--- config.mk ---
export PLATFORM = sky130hd
export DESIGN_NAME = ncs_ctrl
export DESIGN_NICKNAME = d
export VERILOG_FILES = /design/src/logic/ncs_pkg.sv /design/src/logic/ncs_acc_if.sv /design/src/logic/ncs_ctrl.sv /design/src/logic/ncs_phase_acc.sv
export VERILOG_INCLUDE_DIRS = /design/src /design/src/logic
export SDC_FILE = /design/constraint.sdc
export NUM_CORES = 1
export LEC_CHECK = 0
export BUFFER_PORTS_ARGS = -buffer_cell sky130_fd_sc_hd__buf_4
export CORE_MARGIN = 2
export CORE_UTILIZATION = 55
export DETAILED_ROUTE_END_ITERATION = 8
export PLACE_DENSITY = 0.72
export SYNTH_ARGS = -nofsm -noshare
export SYNTH_HDL_FRONTEND = slang
export SYNTH_HIERARCHICAL = 1
export SYNTH_SLANG_ARGS = --single-unit
--- constraint.sdc ---
create_clock -name pclk -period 8.5 [get_ports pclk]
set_input_delay 0.425 -clock pclk [delete_from_list [all_inputs] [get_ports pclk]]
set_output_delay 0.425 -clock pclk [all_outputs]
set_load 0.1 [all_outputs]
--- src/logic/ncs_map.svh ---
// Register indices, field positions, reset values and preset count
// for the oscillator frequency and phase sync control block.
// Assumes an APB slave where byte address equals four times the index.
//
// Overview of operation
// RL1 - One shared 16-bit divisor trims frequency error
// RL2 - Align-sequence bit set: init phase at ILA LMFC
// RL3 - Arm bit written 0 then 1: next SYSREF inits
// RL4 - After SYSREF init, ignore SYSREF until re-armed
// RL5 - Controller powers device, enables link, runs clock first
// RL6 - Controller idles SYSREF, clears ILA bit, arms, pulses
// RL7 - Sync control at 0x219, resets to 0x02
// RL8 - Separate 32-bit word per channel and preset
// RL9 - Software re-initialises link after live frequency change
// RL10 - Frequency word works signed or unsigned
// RL11 - Mode 0: per-channel register fields pick preset
// RL12 - 16-bit phase offset MSB-justified, added to accumulator
// RL13 - Accumulator adds frequency word each clock, wraps
// RL14 - Phase init clears accumulator before offset
`ifndef NCS_MAP_SVH
`define NCS_MAP_SVH

`define NCS_IDX_MODE 10'h214
`define NCS_IDX_PRESET_SEL 10'h215
`define NCS_IDX_RDIV 10'h217
`define NCS_IDX_SYNC 10'h219
`define NCS_IDX_FREQ_BASE 10'h220
`define NCS_IDX_PHASE_BASE 10'h228
`define NCS_IDX_STATUS 10'h230
`define NCS_IDX_PHASE_A 10'h231
`define NCS_IDX_PHASE_B 10'h232

`define NCS_SYNC_NEXT_BIT 0
`define NCS_SYNC_ILA_BIT 1
`define NCS_SYNC_RESET 8'h02
`define NCS_MODE_RESET 2'h0
`define NCS_SEL_RESET 4'h0
`define NCS_RDIV_RESET 16'h0000
`define NCS_FREQ_RESET 32'hc000_0000
`define NCS_PHASE_RESET 16'h0000
`define NCS_NUM_PRESETS 4

`endif

--- src/logic/ncs_pkg.sv ---
// Types shared by the oscillator sync control block and its accumulators.
// Assumes nothing beyond a SystemVerilog tool.
package ncs_pkg;
  typedef logic [31:0] ncs_word_t;
  typedef logic [15:0] ncs_half_t;
  typedef logic [1:0] ncs_sel_t;
  // Preset source, in the order of its 2-bit code
  typedef enum logic [1:0] {
    NCS_SRC_REGS,
    NCS_SRC_PINS_EACH,
    NCS_SRC_PIN_A_BOTH,
    NCS_SRC_RESERVED
  } ncs_src_e;
endpackage

--- src/logic/ncs_acc_if.sv ---
// Bundle between the control block and one phase accumulator.
// Assumes both ends share pclk.
`timescale 1ns/1ns
interface ncs_acc_if;
  import ncs_pkg::*;
  ncs_word_t freq;
  ncs_half_t phase_off;
  ncs_half_t rdiv;
  logic init;
  ncs_word_t phase;
  modport ctrl (output freq, output phase_off, output rdiv, output init, input phase);
  modport acc (input freq, input phase_off, input rdiv, input init, output phase);
endinterface

--- src/logic/ncs_ctrl.sv ---
// Frequency, phase and sync control for the two down-converter oscillators.
// Assumes an APB master on pclk and sysref / ILA strobe synchronous to pclk.
`timescale 1ns/1ns
`include "ncs_map.svh"
module ncs_ctrl (
  input wire logic pclk,
  input wire logic presetn,
  input wire logic psel,
  input wire logic penable,
  input wire logic pwrite,
  input wire logic [11:0] paddr,
  input wire ncs_pkg::ncs_word_t pwdata,
  output ncs_pkg::ncs_word_t prdata,
  output logic pready,
  output logic pslverr,
  input wire logic sysref,
  input wire logic ila_lmfc_start,
  input wire ncs_pkg::ncs_sel_t preset_pins_chan_a,
  input wire ncs_pkg::ncs_sel_t preset_pins_chan_b,
  output ncs_pkg::ncs_word_t phase_chan_a,
  output ncs_pkg::ncs_word_t phase_chan_b,
  output logic phase_init_pulse,
  output logic phase_init_armed
);
  import ncs_pkg::*;

  localparam int NP = `NCS_NUM_PRESETS;

  ////////////////////////////////////////////////////////////////////////
  // Register storage
  ncs_word_t freq_word_chan_a_preset_r [NP];
  ncs_word_t freq_word_chan_a_preset_nxt [NP];
  ncs_word_t freq_word_chan_b_preset_r [NP];
  ncs_word_t freq_word_chan_b_preset_nxt [NP];
  ncs_half_t phase_offset_chan_a_preset_r [NP];
  ncs_half_t phase_offset_chan_a_preset_nxt [NP];
  ncs_half_t phase_offset_chan_b_preset_r [NP];
  ncs_half_t phase_offset_chan_b_preset_nxt [NP];
  ncs_half_t rational_ref_divisor_r, rational_ref_divisor_nxt;
  logic [7:0] osc_phase_sync_ctrl_r, osc_phase_sync_ctrl_nxt;
  logic [1:0] preset_source_mode_r, preset_source_mode_nxt;
  ncs_sel_t preset_select_chan_a_r, preset_select_chan_a_nxt;
  ncs_sel_t preset_select_chan_b_r, preset_select_chan_b_nxt;

  // Sync tracking
  logic zero_seen_r, zero_seen_nxt;
  logic armed_r, armed_nxt;
  logic sysref_prev_r;
  logic init_r, init_nxt;

  // Bus answer
  ncs_word_t prdata_r, prdata_nxt;
  logic pready_r, pready_nxt;
  logic pslverr_r, pslverr_nxt;

  logic [9:0] idx;
  logic wr_en;
  logic setup;
  logic sysref_rise;
  ncs_sel_t sel_a, sel_b;

  assign idx = paddr[11:2];
  assign setup = psel & ~penable;
  assign wr_en = psel & penable & pready_r & pwrite & ~pslverr_r;
  assign sysref_rise = sysref & ~sysref_prev_r;

  ////////////////////////////////////////////////////////////////////////
  // Read mux and decode, evaluated in setup so access ends at once
  always_comb begin
    logic hit;
    hit = 1'b1;
    prdata_nxt = 32'h0000_0000;
    if (idx == `NCS_IDX_MODE) begin
      prdata_nxt = {30'h0, preset_source_mode_r};
    end else if (idx == `NCS_IDX_PRESET_SEL) begin
      prdata_nxt = {28'h0, preset_select_chan_b_r, preset_select_chan_a_r};
    end else if (idx == `NCS_IDX_RDIV) begin
      prdata_nxt = {16'h0, rational_ref_divisor_r};
    end else if (idx == `NCS_IDX_SYNC) begin
      prdata_nxt = {24'h0, osc_phase_sync_ctrl_r};
    end else if (idx[9:3] == 7'(`NCS_IDX_FREQ_BASE >> 3)) begin
      prdata_nxt = idx[2] ? freq_word_chan_b_preset_r[idx[1:0]]
                          : freq_word_chan_a_preset_r[idx[1:0]];
    end else if (idx[9:3] == 7'(`NCS_IDX_PHASE_BASE >> 3)) begin
      prdata_nxt = {16'h0, idx[2] ? phase_offset_chan_b_preset_r[idx[1:0]]
                                  : phase_offset_chan_a_preset_r[idx[1:0]]};
    end else if (idx == `NCS_IDX_STATUS) begin
      prdata_nxt = {30'h0, zero_seen_r, armed_r};
    end else if (idx == `NCS_IDX_PHASE_A) begin
      prdata_nxt = phase_chan_a;
    end else if (idx == `NCS_IDX_PHASE_B) begin
      prdata_nxt = phase_chan_b;
    end else begin
      hit = 1'b0;
    end
    if (!setup) begin
      prdata_nxt = prdata_r;
    end
    pready_nxt = setup;
    pslverr_nxt = setup ? ~hit : 1'b0;
  end

  ////////////////////////////////////////////////////////////////////////
  // Register writes at the access edge
  always_comb begin
    freq_word_chan_a_preset_nxt = freq_word_chan_a_preset_r;
    freq_word_chan_b_preset_nxt = freq_word_chan_b_preset_r;
    phase_offset_chan_a_preset_nxt = phase_offset_chan_a_preset_r;
    phase_offset_chan_b_preset_nxt = phase_offset_chan_b_preset_r;
    rational_ref_divisor_nxt = rational_ref_divisor_r;
    osc_phase_sync_ctrl_nxt = osc_phase_sync_ctrl_r;
    preset_source_mode_nxt = preset_source_mode_r;
    preset_select_chan_a_nxt = preset_select_chan_a_r;
    preset_select_chan_b_nxt = preset_select_chan_b_r;
    if (wr_en) begin
      if (idx == `NCS_IDX_MODE) begin
        preset_source_mode_nxt = pwdata[1:0];
      end else if (idx == `NCS_IDX_PRESET_SEL) begin
        preset_select_chan_a_nxt = pwdata[1:0];
        preset_select_chan_b_nxt = pwdata[3:2];
      end else if (idx == `NCS_IDX_RDIV) begin
        rational_ref_divisor_nxt = pwdata[15:0]; // see RL1
      end else if (idx == `NCS_IDX_SYNC) begin
        osc_phase_sync_ctrl_nxt = pwdata[7:0]; // see RL7
      end else if (idx[9:3] == 7'(`NCS_IDX_FREQ_BASE >> 3)) begin
        // Live changes leave phase undetermined until the link restarts
        if (idx[2]) begin
          freq_word_chan_b_preset_nxt[idx[1:0]] = pwdata; // see RL8
        end else begin
          freq_word_chan_a_preset_nxt[idx[1:0]] = pwdata; // see RL8
        end
      end else if (idx[9:3] == 7'(`NCS_IDX_PHASE_BASE >> 3)) begin
        if (idx[2]) begin
          phase_offset_chan_b_preset_nxt[idx[1:0]] = pwdata[15:0];
        end else begin
          phase_offset_chan_a_preset_nxt[idx[1:0]] = pwdata[15:0];
        end
      end
    end
  end

  ////////////////////////////////////////////////////////////////////////
  // Arming and phase init; a fresh arm wins over a same-cycle SYSREF edge
  always_comb begin
    logic arm_wr;
    arm_wr = wr_en && idx == `NCS_IDX_SYNC;
    zero_seen_nxt = zero_seen_r;
    armed_nxt = armed_r;
    init_nxt = 1'b0;
    if (armed_r && sysref_rise) begin
      armed_nxt = 1'b0; // see RL4
      init_nxt = 1'b1; // see RL3
    end
    if (osc_phase_sync_ctrl_r[`NCS_SYNC_ILA_BIT] && ila_lmfc_start) begin
      init_nxt = 1'b1; // see RL2
    end
    if (arm_wr) begin
      if (!pwdata[`NCS_SYNC_NEXT_BIT]) begin
        zero_seen_nxt = 1'b1;
        armed_nxt = 1'b0;
      end else if (zero_seen_r) begin
        zero_seen_nxt = 1'b0;
        armed_nxt = 1'b1; // see RL3
      end
    end
  end

  ////////////////////////////////////////////////////////////////////////
  // Active preset per channel
  always_comb begin
    sel_a = preset_select_chan_a_r; // see RL11
    sel_b = preset_select_chan_b_r;
    case (ncs_src_e'(preset_source_mode_r))
      NCS_SRC_PINS_EACH: begin
        sel_a = preset_pins_chan_a;
        sel_b = preset_pins_chan_b;
      end
      NCS_SRC_PIN_A_BOTH: begin
        sel_a = preset_pins_chan_a;
        sel_b = preset_pins_chan_a;
      end
      default: begin
        sel_a = preset_select_chan_a_r;
        sel_b = preset_select_chan_b_r;
      end
    endcase
  end

  ////////////////////////////////////////////////////////////////////////
  // State registers
  always_ff @(posedge pclk or negedge presetn) begin
    if (!presetn) begin
      for (int i = 0; i < NP; i++) begin
        freq_word_chan_a_preset_r[i] <= `NCS_FREQ_RESET;
        freq_word_chan_b_preset_r[i] <= `NCS_FREQ_RESET;
        phase_offset_chan_a_preset_r[i] <= `NCS_PHASE_RESET;
        phase_offset_chan_b_preset_r[i] <= `NCS_PHASE_RESET;
      end
      rational_ref_divisor_r <= `NCS_RDIV_RESET;
      osc_phase_sync_ctrl_r <= `NCS_SYNC_RESET; // see RL7
      preset_source_mode_r <= `NCS_MODE_RESET;
      preset_select_chan_a_r <= 2'(`NCS_SEL_RESET);
      preset_select_chan_b_r <= 2'(`NCS_SEL_RESET >> 2);
      zero_seen_r <= 1'b0;
      armed_r <= 1'b0;
      sysref_prev_r <= 1'b0;
      init_r <= 1'b0;
      prdata_r <= 32'h0000_0000;
      pready_r <= 1'b0;
      pslverr_r <= 1'b0;
    end else begin
      freq_word_chan_a_preset_r <= freq_word_chan_a_preset_nxt;
      freq_word_chan_b_preset_r <= freq_word_chan_b_preset_nxt;
      phase_offset_chan_a_preset_r <= phase_offset_chan_a_preset_nxt;
      phase_offset_chan_b_preset_r <= phase_offset_chan_b_preset_nxt;
      rational_ref_divisor_r <= rational_ref_divisor_nxt;
      osc_phase_sync_ctrl_r <= osc_phase_sync_ctrl_nxt;
      preset_source_mode_r <= preset_source_mode_nxt;
      preset_select_chan_a_r <= preset_select_chan_a_nxt;
      preset_select_chan_b_r <= preset_select_chan_b_nxt;
      zero_seen_r <= zero_seen_nxt;
      armed_r <= armed_nxt;
      sysref_prev_r <= sysref;
      init_r <= init_nxt;
      prdata_r <= prdata_nxt;
      pready_r <= pready_nxt;
      pslverr_r <= pslverr_nxt;
    end
  end

  ////////////////////////////////////////////////////////////////////////
  // Accumulators; the shared divisor feeds both channels
  ncs_acc_if acc_a ();
  ncs_acc_if acc_b ();

  assign acc_a.freq = freq_word_chan_a_preset_r[sel_a];
  assign acc_a.phase_off = phase_offset_chan_a_preset_r[sel_a];
  assign acc_a.rdiv = rational_ref_divisor_r; // see RL1
  assign acc_a.init = init_r;
  assign acc_b.freq = freq_word_chan_b_preset_r[sel_b];
  assign acc_b.phase_off = phase_offset_chan_b_preset_r[sel_b];
  assign acc_b.rdiv = rational_ref_divisor_r;
  assign acc_b.init = init_r;

  ncs_phase_acc u_acc_a (
    .pclk(pclk),
    .presetn(presetn),
    .bus(acc_a.acc)
  );

  ncs_phase_acc u_acc_b (
    .pclk(pclk),
    .presetn(presetn),
    .bus(acc_b.acc)
  );

  // All outputs come from flip-flops
  assign phase_chan_a = acc_a.phase;
  assign phase_chan_b = acc_b.phase;
  assign prdata = prdata_r;
  assign pready = pready_r;
  assign pslverr = pslverr_r;
  assign phase_init_pulse = init_r;
  assign phase_init_armed = armed_r;
endmodule

--- src/logic/ncs_phase_acc.sv ---
// One channel's phase accumulator with rational trim and phase offset.
// Assumes the controller holds freq, offset and divisor steady per cycle.
`timescale 1ns/1ns
module ncs_phase_acc (
  input wire logic pclk,
  input wire logic presetn,
  ncs_acc_if.acc bus
);
  import ncs_pkg::*;

  ncs_word_t acc_r, acc_nxt;
  ncs_word_t out_r, out_nxt;
  ncs_half_t trim_r, trim_nxt;

  ////////////////////////////////////////////////////////////////////////
  // Next accumulator value; trim adds one LSB per divisor period
  always_comb begin
    ncs_word_t step;
    step = bus.freq;
    trim_nxt = trim_r;
    if (bus.rdiv != 16'h0000) begin
      // A zero divisor turns the trim off rather than dividing by zero
      if (trim_r >= bus.rdiv - 16'h0001) begin
        trim_nxt = 16'h0000;
        step = bus.freq + 32'h0000_0001; // see RL1
      end else begin
        trim_nxt = trim_r + 16'h0001;
      end
    end
    if (bus.init) begin
      acc_nxt = 32'h0000_0000; // see RL14
      trim_nxt = 16'h0000;
    end else begin
      acc_nxt = acc_r + step; // see RL13, RL10
    end
    out_nxt = acc_nxt + {bus.phase_off, 16'h0000}; // see RL12
  end

  always_ff @(posedge pclk or negedge presetn) begin
    if (!presetn) begin
      acc_r <= 32'h0000_0000;
      out_r <= 32'h0000_0000;
      trim_r <= 16'h0000;
    end else begin
      acc_r <= acc_nxt;
      out_r <= out_nxt;
      trim_r <= trim_nxt;
    end
  end

  assign bus.phase = out_r;
endmodule

==> metrics.md <==
| Metric | Value |
|---|---|
| Standard-cell rows | `92` |
| PwrDens | `156.9 nW/um^2` |
| WHS Path Cells | `3` |
| Static Leak | `18.94 nW` |
| Share of layout cells above drive strength 1 | `0.3253` |
| Number of synthesized flops with an enable pin | `0` |
| Warnings from Yosys | `6` |
| Critical Path Max Stage Delay | `520 ps` |
| # DRC | `0` |
| Yosys top cell by area | `dfrtp_1` |
| Nets@finish | `3232` |
| CTS Root Cell | `clkbuf_16` |
| Pins Over Slew Limit | `0` |
| Actual slew at the worst max-slew pin | `1347 ps` |
| Final Util | `0.6193` |
| Combinational group share of total power | `0.067` |
| Initial Utilization | `0.5546` |
| Clock buffer depth | `3` |
| Synth unique cells | `113` |
| Seq pwr share | `0.460` |
| Clock Skews | `29.26 ps` |
| Gr usage total | `0.3326` |
| Commonest non-fill, non-tap cell in the layout | `dfrtp_1` |
| RSZ-0062 raised after global routing | `true` |
| Status | `finished clean` |
| Die H | `256.0 um` |
| VDD IR max | `0.0001303 V` |
| Ys async rst share | `1.000` |
| Crit-path max FO | `11` |
| CP endpoint kind | `flip-flop` |
| Clock network power share | `0.472` |
| Mapped Area | `34920 um^2` |
| Fin Setup TNS | `0 ps` |
| R2R cell count | `32` |
| Sequential-to-total area share from yosys stat | `0.4162` |
| Area grow syn2layout | `11.67%` |
| Final setup vio count | `0` |
| Vias post-DR | `26.29k` |
| Sw Share | `0.2514` |
| CTS tree | `done` |
| Seq. cell area | `14540 um^2` |
| Die area | `65530 um^2` |
| Worst-path clk slew | `60 ps` |
| WL/cell | `27.88 um` |
| Total Power | `6.117 mW` |
| Fillers | `4855` |
| First-pass GRT wire length | `165000 um` |
| Design area | `39000 um^2` |
| Kind of critical path | `flip-flop to flip-flop` |
| Slowest cell on the critical path | `dfrtp_1` |
| PortBufs | `152` |
| Internal Pwr Total | `4.579 mW` |
| Worst EP required | `9040 ps` |
| Antenna violations before repair | `8` |
| Mapped Cells | `2935` |
| Reg2reg end | `u_acc_a/bus.phase[30]` |
| Die W | `256.0 um` |
| Final worst-path cycle share | `0.9521` |
| Largest net degree at the start of global routing | `143` |
| Commonest non-fill, non-tap cells in the layout | `dfrtp_1, mux2_2, nand2_1` |
| Final hold vios | `0` |
| Post-place instance area | `36710 um^2` |
| Final HPWL DP | `77770 um` |
| R2R Path Start | `acc_a.rdiv[5]` |
| Worst hold path class | `input pin to flip-flop` |
| Routed wire length | `109700 um` |
| Fin crit period | `8093 ps` |
| Core ar. | `62970 um^2` |
| Area contributors post-synth | `dfrtp_1, mux2_2, mux4_2` |
| R2r setup slk | `410 ps` |
| NetSw | `1.538 mW` |
| Placer congestion estimate | `0.9878` |
| Top_reg_cell synth | `dfrtp_1` |
| CTS Buf Count | `68` |
| MaxCap Viol Count | `0` |
| Worst Min Path Start | `ila_lmfc_start` |
| Hold slack | `87.71 ps` |
| Post-synth top area share | `0.4034` |
| Vias in the first global route | `26.07k` |
| Synthesis-stage register bit count | `580` |
| Critical Path Source Type | `flip-flop` |
| Worst skew pair latency | `610 ps` |
| Headroom to the max-slew limit | `0.1013` |
| Critical path arrival | `8640 ps` |
| DR iter-0 viols | `2782` |
| Routed vias/inst | `6.680` |
| Syn Area/Cell | `11.90 um^2` |
| DRT Pass-1 Iters | `6` |
| Grt total ovfl | `0` |
| Antenna violation net count after detailed routing | `0` |
| Worst Hold End | `phase_init_pulse` |
| FMAX | `0.1236 GHz` |
| CTS HTree Levels | `3` |
| CTS sink cnt | `580` |
| Net Count, Synth | `3135` |
| IO Count | `155` |
| Multi-input gate area | `19360 um^2` |
metal layers:
layer	part of all wire	routed length (um)	GRT usage	vias up
met2	0.47	51150	0.5248	1340
met3	0.096	10490	0.07031	252
met5	0	0	0	-
li1	-	-	-	11110
met4	0.041	4459	0.1283	0
met1	0.40	43610	0.4543	13580
sequential cells by signal, summed over array words and instances, names as in the netlist, 2 cells and up:
| signal | cells |
|---|---|
| acc_a.rdiv | 16 |
| freq_word_chan_a_preset_r | 128 |
| freq_word_chan_b_preset_r | 128 |
| osc_phase_sync_ctrl_r | 8 |
| phase_offset_chan_a_preset_r | 64 |
| phase_offset_chan_b_preset_r | 64 |
| prdata | 32 |
| preset_select_chan_a_r | 2 |
| preset_select_chan_b_r | 2 |
| preset_source_mode_r | 2 |
| u_acc_a/acc_r | 16 |
| u_acc_a/bus.phase | 32 |
| u_acc_a/trim_r | 16 |
| u_acc_b/acc_r | 16 |
| u_acc_b/bus.phase | 32 |
| u_acc_b/trim_r | 16 |
cell type report:
| class | instances | area share |
|---|---|---|
| inverters | 59 | 0.005679 |
| well taps | 846 | 0.02714 |
| repair buffers | 211 | 0.04136 |
| clock buffers | 102 | 0.05031 |
| diodes | 3 | 0.0001925 |
| multi-input cells | 2112 | 0.4965 |
| clock inverters | 22 | 0.006032 |
| flip-flops and latches | 580 | 0.3728 |
cell usage after synthesis (all sizes together) (5+ instances only):
library cell,n
nor2,174
nor4b,7
nand2,239
o21bai,5
a211oi,14
mux4,192
nor2b,27
xnor2,101
or4,5
dfstp,17
clkbuf,68
o21ai,95
o22ai,10
o211ai,13
nor4,17
nand3,88
and3,35
o31ai,8
buf,116
nand2b,21
a221o,5
mux2i,5
o311ai,5
nor3b,7
mux2,413
xor2,77
nor3,66
and4,7
a221oi,13
nand4,34
a222oi,16
ha,141
a21o,34
a31oi,13
a21boi,6
or3,16
inv,59
and2,5
a21oi,83
a2111oi,5
o21a,20
or2,11
dfrtp,563
a22oi,15
critical path: cells and delay by family, from the launching register on:
kind / cells / cell delay (ps)
AO/OA/AOI/OAI: 14 / 2980
AND/OR/NAND/NOR: 9 / 2260
adder cells (fa/ha/maj): 5 / 1640
flip-flops: 1 / 520
XOR/XNOR: 2 / 370
buffers and inverters: 2 / 260
worst max path at each step:
stage	from	to	cells after the start
final	acc_a.rdiv[5]	u_acc_a/bus.phase[30]	32
after CTS	acc_a.rdiv[4]	u_acc_a/bus.phase[30]	31
after detailed placement	acc_a.rdiv[4]	u_acc_a/bus.phase[30]	31
after global routing	acc_a.rdiv[0]	u_acc_b/bus.phase[30]	36
after global placement	acc_a.rdiv[0]	u_acc_b/bus.phase[30]	38
after floorplan	acc_a.rdiv[0]	u_acc_b/bus.phase[30]	36
metrics by stage:
step                setup slack, ps  instances
finish                        407.0       3935
detailed placement            182.8       3802
global route                 -41.02       3934
CTS                           169.8       3928
floorplan                     897.5       2935
global placement              312.6       3802
power by group through the flow:
stage          Clock (mW)  Sequential [mW]  Combinational [mW]
2_1_floorplan           0             2.91               0.175
3_3_place_gp            0             2.86               0.401
3_5_place_dp            0             2.86               0.408
4_1_cts              2.92             2.81               0.410
5_1_grt              3.03             2.82               0.437
6_report             2.89             2.82               0.412
timing repair:
item	4_1_cts	5_1_grt
setup buffers	0	4
setup endpoints to repair	0	13
hold endpoints to repair	108	0
resized for setup	0	11
hold buffers	2	0
logic make-up (layout without fill, tap and decap cells):
family / Yosys count / in the layout / share of synthesized area
AOI/OAI and AO/OA: 402 / 402 / 0.07932
xor gates and xnor gates: 178 / 178 / 0.04507
adders and majority gates: 145 / 145 / 0.05281
buffers and inverters: 243 / 394 / 0.03314
DFF: 580 / 580 / 0.4162
muxes: 610 / 610 / 0.2586
other: 0 / 3 / 0
and+or+nand+nor: 777 / 777 / 0.1148
No activity file was read; power rests on OpenSTA's default activity.
